--- src/hw/dlsc_params.svh ---
// constants for the dead-time, loop-response and rail-order configuration block
`ifndef DLSC_PARAMS_SVH
`define DLSC_PARAMS_SVH

// management-bus command codes
`define DLSC_CMD_GAP          8'hde
`define DLSC_CMD_LOOP         8'hdf
`define DLSC_CMD_ORDER        8'he0

// reset values
`define DLSC_GAP_RESET        16'h0808
`define DLSC_LOOP_RESET       32'h015a0100
`define DLSC_ORDER_RESET      16'h0000

// writable-bit masks, unused positions are zero
`define DLSC_GAP_MASK         16'hffff
`define DLSC_LOOP_MASK        32'h01ffffff
`define DLSC_ORDER_MASK       16'h9f9f

// field positions
`define DLSC_GAP_HL_FRZ_BIT   15
`define DLSC_GAP_HL_MIN_LSB   8
`define DLSC_GAP_LH_FRZ_BIT   7
`define DLSC_GAP_LH_MIN_LSB   0
`define DLSC_LOOP_EN_BIT      24
`define DLSC_LOOP_RES_LSB     16
`define DLSC_LOOP_GAIN_LSB    0
`define DLSC_ORDER_PRE_EN_BIT 15
`define DLSC_ORDER_PRE_ID_LSB 8
`define DLSC_ORDER_SEQ_EN_BIT 7
`define DLSC_ORDER_SEQ_ID_LSB 0

// dead-time floor resolution in ns per count
`define DLSC_GAP_STEP_NS      2
// cycles after reset release before the strap is captured
`define DLSC_STRAP_WAIT       2'h2
// derived residual baseline and gain baseline
`define DLSC_DERIVE_RES       8'h5a
`define DLSC_DERIVE_GAIN      16'h0100

`endif

--- src/hw/dlsc_pkg.sv ---
// types for the dead-time, loop-response and rail-order configuration block
package dlsc_pkg;

  // dead-time setup word, layout matches the register bits
  typedef struct packed {
    logic       hl_frz;   // 1 freezes high-to-low gap
    logic [6:0] hl_min;   // high-to-low floor, 2 ns units
    logic       lh_frz;   // 1 freezes low-to-high gap
    logic [6:0] lh_min;   // low-to-high floor, 2 ns units
  } dlsc_gap_cfg_t;

  // loop-response setup word
  typedef struct packed {
    logic [6:0]  unused;  // always zero
    logic        en;      // 1 enables loop-response control
    logic [7:0]  res;     // residual
    logic [15:0] gain;    // gain
  } dlsc_loop_cfg_t;

  // rail-order links word
  typedef struct packed {
    logic       pre_en;   // wait for predecessor power-good
    logic [1:0] pad_hi;   // always zero
    logic [4:0] pre_id;   // predecessor bus identifier
    logic       seq_en;   // follow successor power-down
    logic [1:0] pad_lo;   // always zero
    logic [4:0] seq_id;   // successor bus identifier
  } dlsc_order_cfg_t;

  // event kinds seen on the inter-chip bus
  typedef enum logic {
    DLSC_EVT_POWER_GOOD = 1'b0,
    DLSC_EVT_POWER_DOWN = 1'b1
  } dlsc_evt_kind_t;

  // rail sequencing states
  typedef enum logic [1:0] {
    DLSC_RAIL_OFF   = 2'b00,
    DLSC_RAIL_ON    = 2'b01,
    DLSC_RAIL_DELAY = 2'b10
  } dlsc_rail_state_t;

endpackage : dlsc_pkg

--- src/hw/dlsc_config.sv ---
// dead-time, loop-response and rail-order configuration for one rail
//
// What this block does
// - H-to-L bit 15: 0 adaptive, 1 frozen
// - bits 14:8 floor adaptive H-to-L gap
// - L-to-H bit 7: 0 adaptive, 1 frozen
// - bits 6:0 floor adaptive L-to-H gap
// - dead-time setup resets to 0808h
// - loop setup: enable, residual, gain fields
// - loop setup resets to 015A0100h
// - gain derived from voltages, residual set to baseline
// - prequel: turn on after its power-good
// - sequel: delayed turn-off after its power-down
// - bit 15 prequel enable, 12:8 id
// - bit 7 sequel enable, 4:0 id
// - disabled links wait for no event
// - written register overrides strap configuration
// - rail-order register resets to zero
// - freezing keeps last adaptive gap
`timescale 1ns/10ps
`include "dlsc_params.svh"
module dlsc_config #(
  parameter int VOLT_W = 12  // width of measured voltage codes
) (
  input  wire logic              sys_clk_in,         // 20 MHz system clock
  input  wire logic              rst_in,             // synchronous reset, high
  // management-bus command port
  input  wire logic              cmd_valid_in,       // command strobe
  input  wire logic              cmd_write_in,       // 1 write, 0 read
  input  wire logic [7:0]        cmd_code_in,        // command code
  input  wire logic [31:0]       cmd_wdata_in,       // write data
  output logic                   cmd_ack_out,        // answer strobe
  output logic                   cmd_err_out,        // unknown code
  output logic      [31:0]       cmd_rdata_out,      // read data
  // dead-time optimiser
  input  wire logic [6:0]        hl_adapt_in,        // H-to-L proposal
  input  wire logic              hl_adapt_valid_in,  // H-to-L strobe
  input  wire logic [6:0]        lh_adapt_in,        // L-to-H proposal
  input  wire logic              lh_adapt_valid_in,  // L-to-H strobe
  output logic      [6:0]        hl_gap_out,         // H-to-L gap in use
  output logic      [6:0]        lh_gap_out,         // L-to-H gap in use
  output logic                   hl_frozen_out,      // H-to-L frozen
  output logic                   lh_frozen_out,      // L-to-H frozen
  // loop-response control
  input  wire logic [VOLT_W-1:0] vin_in,             // measured input voltage
  input  wire logic [VOLT_W-1:0] vout_in,            // measured output voltage
  input  wire logic              derive_in,          // load derived defaults
  output logic                   loop_enable_out,    // control enabled
  output logic      [7:0]        loop_residual_out,  // residual in use
  output logic      [15:0]       loop_gain_out,      // gain in use
  // rail sequencing
  input  wire logic [15:0]       strap_order_in,     // strap-derived order pins
  input  wire logic              on_req_in,          // selected on/off condition
  input  wire logic              evt_valid_in,       // inter_chip_bus event strobe
  input  wire logic              evt_kind_in,        // 0 power-good, 1 power-down
  input  wire logic [4:0]        evt_id_in,          // sender identifier
  input  wire logic [15:0]       off_delay_in,       // turn-off delay, cycles
  output logic                   rail_on_out,        // output stage enabled
  output logic      [1:0]        rail_state_out      // sequencing state
);

  dlsc_pkg::dlsc_gap_cfg_t   switch_gap_setup_r;    // dead-time setup
  dlsc_pkg::dlsc_loop_cfg_t  loop_response_setup_r; // loop-response setup
  dlsc_pkg::dlsc_order_cfg_t rail_order_links_r;    // rail-order links
  logic                      order_written_r;       // host has written order

  logic [15:0] strap_meta_r;   // first synchroniser stage
  logic [15:0] strap_sync_r;   // second synchroniser stage
  logic [15:0] strap_cap_r;    // strap captured once after release
  logic [1:0]  strap_wait_r;   // cycles since reset release
  logic        strap_done_r;   // capture has happened

  logic        ack_r;          // registered answer strobe
  logic        err_r;          // registered unknown-code flag
  logic [31:0] rdata_r;        // registered read data

  dlsc_pkg::dlsc_order_cfg_t  order_eff;   // order in force
  dlsc_pkg::dlsc_rail_state_t state_r;     // rail state
  dlsc_pkg::dlsc_rail_state_t state_nxt;   // next rail state
  logic        pg_seen_r;      // predecessor power-good latched
  logic        pd_seen_r;      // successor power-down latched
  logic        pg_hit;         // matching power-good this cycle
  logic        pd_hit;         // matching power-down this cycle
  logic [15:0] delay_cnt_r;    // turn-off delay countdown
  logic        on_allowed;     // turn-on condition met
  logic        off_wanted;     // turn-off condition met

  // write strobes decoded per register, and the known-code flag
  logic        wr_gap;         // write to dead-time setup
  logic        wr_loop;        // write to loop setup
  logic        wr_order;       // write to rail-order links
  logic        code_known;     // code maps to a register

  // derived loop values
  dlsc_pkg::dlsc_loop_cfg_t derived;  // gain from voltages, residual at its baseline

  // one decode used by both write strobes and read mux
  function automatic logic dlsc_hit(input logic [7:0] code, input logic [7:0] want);
    dlsc_hit = (code == want);
  endfunction : dlsc_hit

  // default loop settings from the voltage difference; a larger vin minus
  // vout gets more gain. kept to a shift-and-add so no divider is needed
  function automatic dlsc_pkg::dlsc_loop_cfg_t dlsc_derive(
    input logic [VOLT_W-1:0] vin,
    input logic [VOLT_W-1:0] vout,
    input logic              en
  );
    logic [15:0] diff;
    diff = (vin > vout) ? 16'(vin - vout) : 16'h0000;
    dlsc_derive.unused = 7'h00;
    dlsc_derive.en     = en;
    dlsc_derive.res    = `DLSC_DERIVE_RES;
    dlsc_derive.gain   = `DLSC_DERIVE_GAIN + (diff >> 2);
  endfunction : dlsc_derive

  // events from another chip match only when the link is enabled
  function automatic logic dlsc_evt_match(
    input logic       valid,
    input logic       kind,
    input logic       want_kind,
    input logic [4:0] id,
    input logic       link_en,
    input logic [4:0] link_id
  );
    dlsc_evt_match = valid && (kind == want_kind) && link_en && (id == link_id);
  endfunction : dlsc_evt_match

  // strobes are combinational from the same-clock command port
  always_comb begin
    wr_gap     = cmd_valid_in && cmd_write_in && dlsc_hit(cmd_code_in, `DLSC_CMD_GAP);
    wr_loop    = cmd_valid_in && cmd_write_in && dlsc_hit(cmd_code_in, `DLSC_CMD_LOOP);
    wr_order   = cmd_valid_in && cmd_write_in && dlsc_hit(cmd_code_in, `DLSC_CMD_ORDER);
    code_known = dlsc_hit(cmd_code_in, `DLSC_CMD_GAP) ||
                 dlsc_hit(cmd_code_in, `DLSC_CMD_LOOP) ||
                 dlsc_hit(cmd_code_in, `DLSC_CMD_ORDER);
  end

  // all sixteen bits are defined, so the whole word is kept
  always_ff @(posedge sys_clk_in) begin
    if (rst_in) begin
      switch_gap_setup_r <= `DLSC_GAP_RESET;
    end else if (wr_gap) begin
      switch_gap_setup_r <= cmd_wdata_in[15:0] & `DLSC_GAP_MASK;
    end
  end

  // a host write beats a derive request in the same cycle,
  // since the host asked for a specific value
  always_ff @(posedge sys_clk_in) begin
    if (rst_in) begin
      loop_response_setup_r <= `DLSC_LOOP_RESET;
    end else if (wr_loop) begin
      loop_response_setup_r <= cmd_wdata_in & `DLSC_LOOP_MASK;
    end else if (derive_in) begin
      loop_response_setup_r <= derived;
    end
  end

  // derived values keep the present enable bit
  always_comb begin
    derived = dlsc_derive(vin_in, vout_in, loop_response_setup_r.en);
  end

  // once written the register stays in force until reset
  always_ff @(posedge sys_clk_in) begin
    if (rst_in) begin
      rail_order_links_r <= `DLSC_ORDER_RESET;
      order_written_r    <= 1'b0;
    end else if (wr_order) begin
      rail_order_links_r <= cmd_wdata_in[15:0] & `DLSC_ORDER_MASK;
      order_written_r    <= 1'b1;
    end
  end

  // strap pins are asynchronous; two stages before anything reads them
  always_ff @(posedge sys_clk_in) begin
    if (rst_in) begin
      strap_meta_r <= 16'h0000;
      strap_sync_r <= 16'h0000;
    end else begin
      strap_meta_r <= strap_order_in;
      strap_sync_r <= strap_meta_r;
    end
  end

  // capture once, after the synchroniser has filled with pin values
  always_ff @(posedge sys_clk_in) begin
    if (rst_in) begin
      strap_wait_r <= 2'h0;
      strap_done_r <= 1'b0;
      strap_cap_r  <= 16'h0000;
    end else if (!strap_done_r) begin
      if (strap_wait_r == `DLSC_STRAP_WAIT) begin
        strap_cap_r  <= strap_sync_r & `DLSC_ORDER_MASK;
        strap_done_r <= 1'b1;
      end else begin
        strap_wait_r <= strap_wait_r + 2'h1;
      end
    end
  end

  // the written register overrides the strap; before capture no link is used
  always_comb begin
    if (order_written_r) begin
      order_effective_sel: order_eff = rail_order_links_r;
    end else if (strap_done_r) begin
      order_eff = strap_cap_r;
    end else begin
      order_eff = `DLSC_ORDER_RESET;
    end
  end

  // every request is answered one cycle later; unknown codes flag an error
  // and read as zero, writes to them change nothing
  always_ff @(posedge sys_clk_in) begin
    if (rst_in) begin
      ack_r   <= 1'b0;
      err_r   <= 1'b0;
      rdata_r <= 32'h00000000;
    end else begin
      ack_r <= cmd_valid_in;
      err_r <= cmd_valid_in && !code_known;
      if (cmd_valid_in && !cmd_write_in) begin
        if (dlsc_hit(cmd_code_in, `DLSC_CMD_GAP)) begin
          rdata_r <= {16'h0000, switch_gap_setup_r};
        end else if (dlsc_hit(cmd_code_in, `DLSC_CMD_LOOP)) begin
          rdata_r <= loop_response_setup_r & `DLSC_LOOP_MASK;
        end else if (dlsc_hit(cmd_code_in, `DLSC_CMD_ORDER)) begin
          rdata_r <= {16'h0000, rail_order_links_r & `DLSC_ORDER_MASK};
        end else begin
          rdata_r <= 32'h00000000;
        end
      end
    end
  end

  assign cmd_ack_out   = ack_r;
  assign cmd_err_out   = err_r;
  assign cmd_rdata_out = rdata_r;

  // high-to-low transition
  dlsc_gap_track #(
    .RESET_GAP (7'(`DLSC_GAP_RESET >> `DLSC_GAP_HL_MIN_LSB))  // start at the reset floor
  ) u_gap_hl (
    .sys_clk_in     (sys_clk_in),
    .rst_in         (rst_in),
    .freeze_in      (switch_gap_setup_r.hl_frz),
    .floor_in       (switch_gap_setup_r.hl_min),
    .adapt_in       (hl_adapt_in),
    .adapt_valid_in (hl_adapt_valid_in),
    .gap_out        (hl_gap_out)
  );

  // low-to-high transition
  dlsc_gap_track #(
    .RESET_GAP (7'(`DLSC_GAP_RESET >> `DLSC_GAP_LH_MIN_LSB))  // start at the reset floor
  ) u_gap_lh (
    .sys_clk_in     (sys_clk_in),
    .rst_in         (rst_in),
    .freeze_in      (switch_gap_setup_r.lh_frz),
    .floor_in       (switch_gap_setup_r.lh_min),
    .adapt_in       (lh_adapt_in),
    .adapt_valid_in (lh_adapt_valid_in),
    .gap_out        (lh_gap_out)
  );

  assign hl_frozen_out = switch_gap_setup_r.hl_frz;
  assign lh_frozen_out = switch_gap_setup_r.lh_frz;

  // loop-response fields leave straight from the setup register
  assign loop_enable_out   = loop_response_setup_r.en;
  assign loop_residual_out = loop_response_setup_r.res;
  assign loop_gain_out     = loop_response_setup_r.gain;

  // events come from the bus receiver on this same clock
  always_comb begin
    pg_hit = dlsc_evt_match(evt_valid_in, evt_kind_in, 1'b0, evt_id_in,
                            order_eff.pre_en, order_eff.pre_id);
    pd_hit = dlsc_evt_match(evt_valid_in, evt_kind_in, 1'b1, evt_id_in,
                            order_eff.seq_en, order_eff.seq_id);
  end

  // power-good latch; cleared while the rail is off and not requested,
  // but a matching event in that same cycle still sets it
  always_ff @(posedge sys_clk_in) begin
    if (rst_in) begin
      pg_seen_r <= 1'b0;
    end else if (pg_hit) begin
      pg_seen_r <= 1'b1;
    end else if (state_r == dlsc_pkg::DLSC_RAIL_OFF && !on_req_in) begin
      pg_seen_r <= 1'b0;
    end
  end

  // power-down latch; cleared when the rail reaches off, set wins
  always_ff @(posedge sys_clk_in) begin
    if (rst_in) begin
      pd_seen_r <= 1'b0;
    end else if (pd_hit) begin
      pd_seen_r <= 1'b1;
    end else if (state_r == dlsc_pkg::DLSC_RAIL_OFF) begin
      pd_seen_r <= 1'b0;
    end
  end

  // with a link disabled its event term is forced true or false
  always_comb begin
    on_allowed = on_req_in && (!order_eff.pre_en || pg_seen_r || pg_hit);
    off_wanted = !on_req_in || (order_eff.seq_en && (pd_seen_r || pd_hit));
  end

  // next-state logic; code 11 is unused and recovers to off
  always_comb begin
    state_nxt = state_r;
    unique case (state_r)
      dlsc_pkg::DLSC_RAIL_OFF: begin
        if (on_allowed) begin
          state_nxt = dlsc_pkg::DLSC_RAIL_ON;
        end
      end
      dlsc_pkg::DLSC_RAIL_ON: begin
        if (off_wanted) begin
          state_nxt = dlsc_pkg::DLSC_RAIL_DELAY;
        end
      end
      dlsc_pkg::DLSC_RAIL_DELAY: begin
        if (delay_cnt_r == 16'h0000) begin
          state_nxt = dlsc_pkg::DLSC_RAIL_OFF;
        end
      end
      default: begin
        state_nxt = dlsc_pkg::DLSC_RAIL_OFF;
      end
    endcase
  end

  // state register
  always_ff @(posedge sys_clk_in) begin
    if (rst_in) begin
      state_r <= dlsc_pkg::DLSC_RAIL_OFF;
    end else begin
      state_r <= state_nxt;
    end
  end

  // turn-off delay: loaded on entry to the delay state, counts to zero;
  // the output stays on for off_delay_in + 1 cycles after the cause
  always_ff @(posedge sys_clk_in) begin
    if (rst_in) begin
      delay_cnt_r <= 16'h0000;
    end else if (state_r == dlsc_pkg::DLSC_RAIL_ON && off_wanted) begin
      delay_cnt_r <= off_delay_in;
    end else if (state_r == dlsc_pkg::DLSC_RAIL_DELAY && delay_cnt_r != 16'h0000) begin
      delay_cnt_r <= delay_cnt_r - 16'h0001;
    end
  end

  // the stage stays on through the delay state
  assign rail_on_out    = (state_r != dlsc_pkg::DLSC_RAIL_OFF);
  assign rail_state_out = state_r;

endmodule : dlsc_config

--- src/hw/dlsc_gap_track.sv ---
// one switching transition's dead-time tracker: floor clamp and freeze
`timescale 1ns/10ps
module dlsc_gap_track #(
  parameter logic [6:0] RESET_GAP = 7'h08  // equals the reset floor code
) (
  input  wire logic       sys_clk_in,      // system clock
  input  wire logic       rst_in,          // synchronous reset, high
  input  wire logic       freeze_in,       // 1 holds the present gap
  input  wire logic [6:0] floor_in,        // least gap, 2 ns units
  input  wire logic [6:0] adapt_in,        // proposal from the optimiser
  input  wire logic       adapt_valid_in,  // proposal strobe
  output logic      [6:0] gap_out          // gap in use, 2 ns units
);

  logic [6:0] gap_r;  // gap in use

  // larger of two codes, used for both clamp paths
  function automatic logic [6:0] dlsc_max7(input logic [6:0] a, input logic [6:0] b);
    dlsc_max7 = (a > b) ? a : b;
  endfunction : dlsc_max7

  // adaptive tracking; freezing simply stops updates, so the last
  // adaptive value becomes the frozen one without any copy
  always_ff @(posedge sys_clk_in) begin
    if (rst_in) begin
      gap_r <= RESET_GAP;
    end else if (!freeze_in) begin
      if (adapt_valid_in) begin
        gap_r <= dlsc_max7(adapt_in, floor_in);
      end else begin
        // a raised floor lifts the gap at once
        gap_r <= dlsc_max7(gap_r, floor_in);
      end
    end
    // frozen: hold
  end

  assign gap_out = gap_r;

endmodule : dlsc_gap_track

--- config.mk ---
export PLATFORM = sky130hd
export DESIGN_NAME = dlsc_config
export DESIGN_NICKNAME = d
export VERILOG_FILES = /design/src/hw/dlsc_pkg.sv /design/src/hw/dlsc_config.sv /design/src/hw/dlsc_gap_track.sv
export VERILOG_INCLUDE_DIRS = /design/src /design/src/hw
export SDC_FILE = /design/constraint.sdc
export NUM_CORES = 1
export LEC_CHECK = 0
export BUFFER_PORTS_ARGS = -buffer_cell sky130_fd_sc_hd__buf_2
export CAP_MARGIN = 25
export CORE_MARGIN = 5
export CORE_UTILIZATION = 30
export DETAILED_ROUTE_END_ITERATION = 10
export GPL_TIMING_DRIVEN = 1
export HOLD_SLACK_MARGIN = 0.02
export PLACE_DENSITY = 0.49
export SLEW_MARGIN = 20
export SYNTH_ARGS = -nofsm -noshare
export SYNTH_HDL_FRONTEND = slang
export SYNTH_SLANG_ARGS = --single-unit
--- constraint.sdc ---
create_clock -name sys_clk_in -period 3.48 [get_ports sys_clk_in]
set_clock_uncertainty 0.05 [all_clocks]
set_input_delay 0.696 -clock sys_clk_in [delete_from_list [all_inputs] [get_ports sys_clk_in]]
set_output_delay 0.696 -clock sys_clk_in [all_outputs]
set_load 0.01 [all_outputs]
-- Word level (Yosys, flattened, before mapping)
Index checks and enable logic that the tools add are counted.
- word-level logic and storage cells: 119
- output and inout port bits: 78
- bits in registers: 169
- reductions and logical operators: 40
- bitwise operators: 5
- $add $sub $neg: 4
- equality and inequality tests: 13
- muxes and demuxes: 26
- $lt $le $gt $ge: 5
- operators with widths (cell ; count):
    $mux 16 ; 6
    $mux 25 ; 3
    $mux 7 ; 6
    $gt 7x7->1 ; 4
    $eq 8x8->1 const B ; 3
    $mux 24 ; 1
    $logic_and 1x1->1 ; 17
    $logic_not 16->1 ; 1
    $reduce_bool 16->1 ; 1
    $sub 16x1->16 const B ; 1
    $add 9x14->15 const A ; 1
    $sub 12x12->13 ; 1
    $gt 12x12->1 ; 1
    $eq 5x5->1 ; 2
    $ne 2x2->1 const B ; 5
    $reduce_bool 2->1 ; 5
    $reduce_and 2->1 ; 4
    $logic_or 1x1->1 ; 6
    $mux 1 ; 6
    $mux 2 ; 3
    $pmux 2 s3 ; 1
    $not 1->1 ; 5
    $eq 2x2->1 const B ; 2
    $logic_not 1->1 ; 4
    other kinds (4) ; 4

-- Longest topological paths before layout
- depth in word-level cells: 9
- mapped depth: 15
- depth with buffers taken out: 15

-- Hierarchy
A second synthesis with hierarchy kept.
- cell total of the unflattened synthesis: 933
- area total of the unflattened synthesis: 7977.7 µm²
- by module, submodules not included (module ; area an instance (µm²) ; cells an instance ; sequential area each (µm²) ; times used):
    dlsc_config ; 6563.8 ; 785 ; 2802.7 ; 1
    dlsc_gap_track ; 706.9 ; 74 ; 140.1 ; 2

-- Worst setup path after synthesis
OpenSTA, ideal clock, no wires.
- path kind: in2reg
- from: input vout_in[4]
- to: register loop_response_setup_r (netlist bit loop_gain_out[10])
- path buffers: 0
- path slack: 0.516 ns
- setup time: 0.070 ns
- data arrival time: 2.844 ns
- stages: 15
- cells stage by stage: inv_1 -> ha_1 -> nand3_1 -> o21bai_1 -> a41oi_1 -> o22a_1 -> a21oi_1 -> xnor2_1 -> a21boi_0 -> ha_1 -> inv_1 -> ha_1 -> nand2_1 -> o211ai_1 -> a21oi_1
- longest elaborated chain between the ends: 5
- elaborated cells on any way between the ends: 6
- classes of those cells: add/sub (2); order compare (1); mux (3)
- RTL lines (element ; line ; source):
    from (decl) ; dlsc_config.sv:46 ; input wire logic [VOLT_W-1:0] vout_in,
    $sub 12x12->13 / $gt 12x12->1 (equally long branches) ; dlsc_config.sv:110 ; diff = (vin > vout) ? 16'(vin - vout) : 16'h0000;
    $mux 16 (*) ; dlsc_config.sv:110 ;
    $add 9x14->15 (no source line) (*) ; -- ;
    $mux 24 (*) ; dlsc_config.sv:155 ; end else if (derive_in) begin
    $mux 25 (*) ; dlsc_config.sv:153 ; end else if (wr_loop) begin
    to (signal assigned) ; dlsc_config.sv:152 ; loop_response_setup_r <= `DLSC_LOOP_RESET;
    to (signal assigned) ; dlsc_config.sv:154 ; loop_response_setup_r <= cmd_wdata_in & `DLSC_LOOP_MASK;
    to (signal assigned) ; dlsc_config.sv:156 ; loop_response_setup_r <= derived;
    to (decl) ; dlsc_config.sv:63 ; dlsc_pkg::dlsc_loop_cfg_t loop_response_setup_r;
Mark *: on every way between the ends. The rest lies on a longest branch, timed or not. The select of a mux whose other input is x is not followed.
A chain may end at the register's enable or synchronous reset.

-- Worst setup path in the final report
Same ends and word-level chain as after synthesis.

==> results.json <==
{
  "outcome": "completed",
  "vias": 6945,
  "critPathLaunchType": "input pin",
  "finalCritPeriodShare_pct": 83.5,
  "hp-class": "reg2reg",
  "cts_made_buffers": 17,
  "synth_compound_gate_area_share_pct": 17.6,
  "tightest_slew_ns": 1.02,
  "dp_hpwl_um": 18200,
  "gp_congestion": 0.838,
  "cts_tree": "done",
  "seq_area_frac_synth_pct": 40.5,
  "synth_cell_type_count": 60,
  "clock_power_share_pct": 37.9,
  "fin_setup_tns_ns": 0,
  "synthArstFlopShare_pct": 0,
  "area_growth_pct": 24.4,
  "hold_viol": 0,
  "period_minus_slack_ns": 2.91,
  "ctsRootBufferMaster": "clkbuf_16",
  "die_h_um": 169,
  "path_common_cell": "ha_1",
  "peakVddDrop_v": 0.000253,
  "cpPeakStageDelay_ns": 0.36,
  "grt_pass1_wl_um": 37900,
  "combPwrFrac_pct": 21.5,
  "via_per_inst": 4.81,
  "first_global_vias": 6854,
  "routedWlPerCell_um": 16.6,
  "dp.cells": 1410,
  "mostFrequentLayoutCells": "buf_2, dfxtp_1, nand2_1",
  "cts_sinks": 154,
  "maxCapViolations": 0,
  "p_sw_share_pct": 32.5,
  "yosysWarnings": 0,
  "synth-xor-area-share_pct": 3.33,
  "endpoint": "loop_gain_out[10]",
  "placed_cell_area_mm2": 0.00888,
  "clk_pin_slew_ns": 0.07,
  "synthSimpleGateAreaFrac_pct": 22.2,
  "syn_area_per_cell_um2": 8.21,
  "grt_max_degree": 66,
  "synth_edf_count": 0,
  "critical_path_class": "in2reg",
  "r2r_end": "delay_cnt_r[14]",
  "synthCells": 928,
  "io_buffers": 184,
  "rsz0062_at_grt": "no",
  "finalSetupViolCount": 0,
  "design_area_mm2": 0.00948,
  "hold_buffers": 0,
  "cts_resized": 0,
  "worstPathRequired_ns": 3.79,
  "end_kind": "flop",
  "rows": 58,
  "drt_iter0_markers": 405,
  "first_pass_iters": 5,
  "p_sw_mw": 1.60,
  "p_seq_share_pct": 40.6,
  "power_density_mw_per_mm2": 518,
  "critical-path-slowest-cell": "ha_1",
  "intPower_mw": 3.32,
  "ioPinCount": 203,
  "dp_slack_ns": 0.106,
  "crit_start": "vout_in[4]",
  "initial_utilization_pct": 30.3,
  "grt_remaining_overflow": 0,
  "totalWireLength_um": 23900,
  "total_power_mw": 4.91,
  "synthAdderAreaFrac_pct": 7.39,
  "stdcell_count": 1443,
  "worst-path-max-fanout": 6,
  "ys.flop_type": "dfxtp_1",
  "setup_ws_ns": 0.573,
  "grt_antenna_before_repair": 4,
  "arrival_ns": 3.22,
  "ff2ff_setup_slack_ns": 0.61,
  "layout_commonest_cell": "buf_2",
  "grtUsageTotal_pct": 16.6,
  "layout.nets": 1269,
  "final_layout_size_suffix_gt1_share_pct": 22.4,
  "synth_area_mm2": 0.00762,
  "h-tree-depth": 4,
  "final_util_pct": 37.8,
  "synth_top_family_by_area": "simple AND/OR/NAND/NOR gates",
  "die_w_um": 169,
  "ff2ff_path_depth": 7,
  "postCtsSetupRepairBufs": 0,
  "die_area_mm2": 0.0287,
  "max_freq_mhz": 344,
  "drv_slew": 0,
  "antenna_left": 0,
  "leakagePower_nw": 4.06,
  "synth-seq-cells": 154,
  "synthMuxAreaShare_pct": 3.55,
  "drcViolationCount": 0,
  "crit_path_cell_trace": "buf_2, inv_1, ha_1, nand3_1, o21bai_1, a41oi_1, o22a_1, a21oi_1, xnor2_1, a21boi_0, ha_1, inv_1, ha_1, nand2_1, o211ai_1, a21oi_1",
  "insertion_delay_ns": 0.43,
  "worstReg2RegStart": "order_written_r",
  "cts_buffer_depth": 2,
  "core_area_mm2": 0.0251,
  "whs_ns": 0.387,
  "slew_headroom_pct": 31.9
}
==> final cells by class <==
class                           count  area, um2
Sequential cell                   154       3080
Clock inverter                     15        174
Tap cell                          330        413
Antenna cell                        1       2.50
Inverter                           41        154
Clock buffer                       17        425
Fill cell                        2698      15600
Multi-Input combinational cell    680       4150
Timing Repair Buffer              205       1080
==> worst min path at each step <==
stage                                from              end  slack (ns)  depth (start not counted)
after global routing      strap_sync_r[3]   strap_cap_r[3]        0.40                          2
after detailed placement  strap_meta_r[9]  strap_sync_r[9]        0.37                          1
after floorplan           strap_meta_r[0]  strap_sync_r[0]        0.36                          1
final                     strap_sync_r[2]   strap_cap_r[2]        0.39                          2
after CTS                 strap_sync_r[2]   strap_cap_r[2]        0.39                          2
after global placement    strap_meta_r[8]  strap_sync_r[8]        0.37                          1
==> registers in the layout, summed over array words and instances, names as in the netlist, 2 cells and up <==
name / cells
loop_residual_out: 8
strap_sync_r: 12
switch_gap_setup_r: 14
strap_cap_r: 12
strap_wait_r: 2
u_gap_lh.gap_out: 7
delay_cnt_r: 16
strap_meta_r: 12
cmd_rdata_out: 25
loop_gain_out: 16
rail_order_links_r: 12
u_gap_hl.gap_out: 7
rail_state_out: 2
==> Yosys cell counts (3+ instances only) <==
master	count	share of area, %
dfxtp_1	154	40
nor3_1	32	2.1
nand3b_1	5	0.49
inv_1	41	2.0
nand4_1	6	0.49
or3_1	4	0.33
a21o_1	7	0.69
o21a_1	6	0.59
o211ai_1	3	0.30
buf_4	7	0.69
or4_1	3	0.30
xor2_1	17	2.0
nand2b_1	4	0.33
a31oi_1	9	0.74
nand2_1	138	6.8
clkbuf_1	47	2.3
a221oi_1	7	0.80
a222oi_1	4	0.53
buf_1	4	0.20
a21oi_1	91	6.0
xnor2_1	12	1.4
a221o_1	8	1.1
ha_1	45	7.4
and2_1	4	0.33
a211oi_1	26	2.6
nor2_1	72	3.5
o21ai_0	26	1.7
and3_1	7	0.57
a311oi_1	5	0.57
mux2i_1	27	3.5
nor4_1	7	0.57
nor2b_1	34	2.8
nand3_1	34	2.2
==> per-layer routing <==
metal / track usage [%] / share of wire, %
met5: 0 / 0.14
met1: 23.3 / 49
met3: 4.15 / 5.5
met2: 26.0 / 45
met4: 3.19 / 0.69
==> power groups by stage <==
stage                     Sequential [mW]  Clock, mW  Combinational (mW)
after global routing                 2.01       2.00                1.22
after floorplan                      2.05          0               0.692
final                                1.99       1.86                1.06
after detailed placement             2.04          0                1.07
after global placement               2.03          0                1.06
after CTS                            2.00       1.92                1.07
==> worst max-delay path, delay by kind of cell <==
family | cells | cell delay, ns
compound gates | 7 | 1.16
simple gates | 2 | 0.17
xor+xnor | 1 | 0.20
fa+ha+maj | 3 | 0.83
buf+inv | 3 | 0.15
==> cell families after synthesis <==
logic type                 Yosys count
other                                1
and+or+nand+nor                    361
buffers and inverters              102
xor gates and xnor gates            29
muxes                               27
DFF                                154
AOI/OAI and AO/OA                  209
adders and majority gates           45
Power figures use the tool's default switching activity.
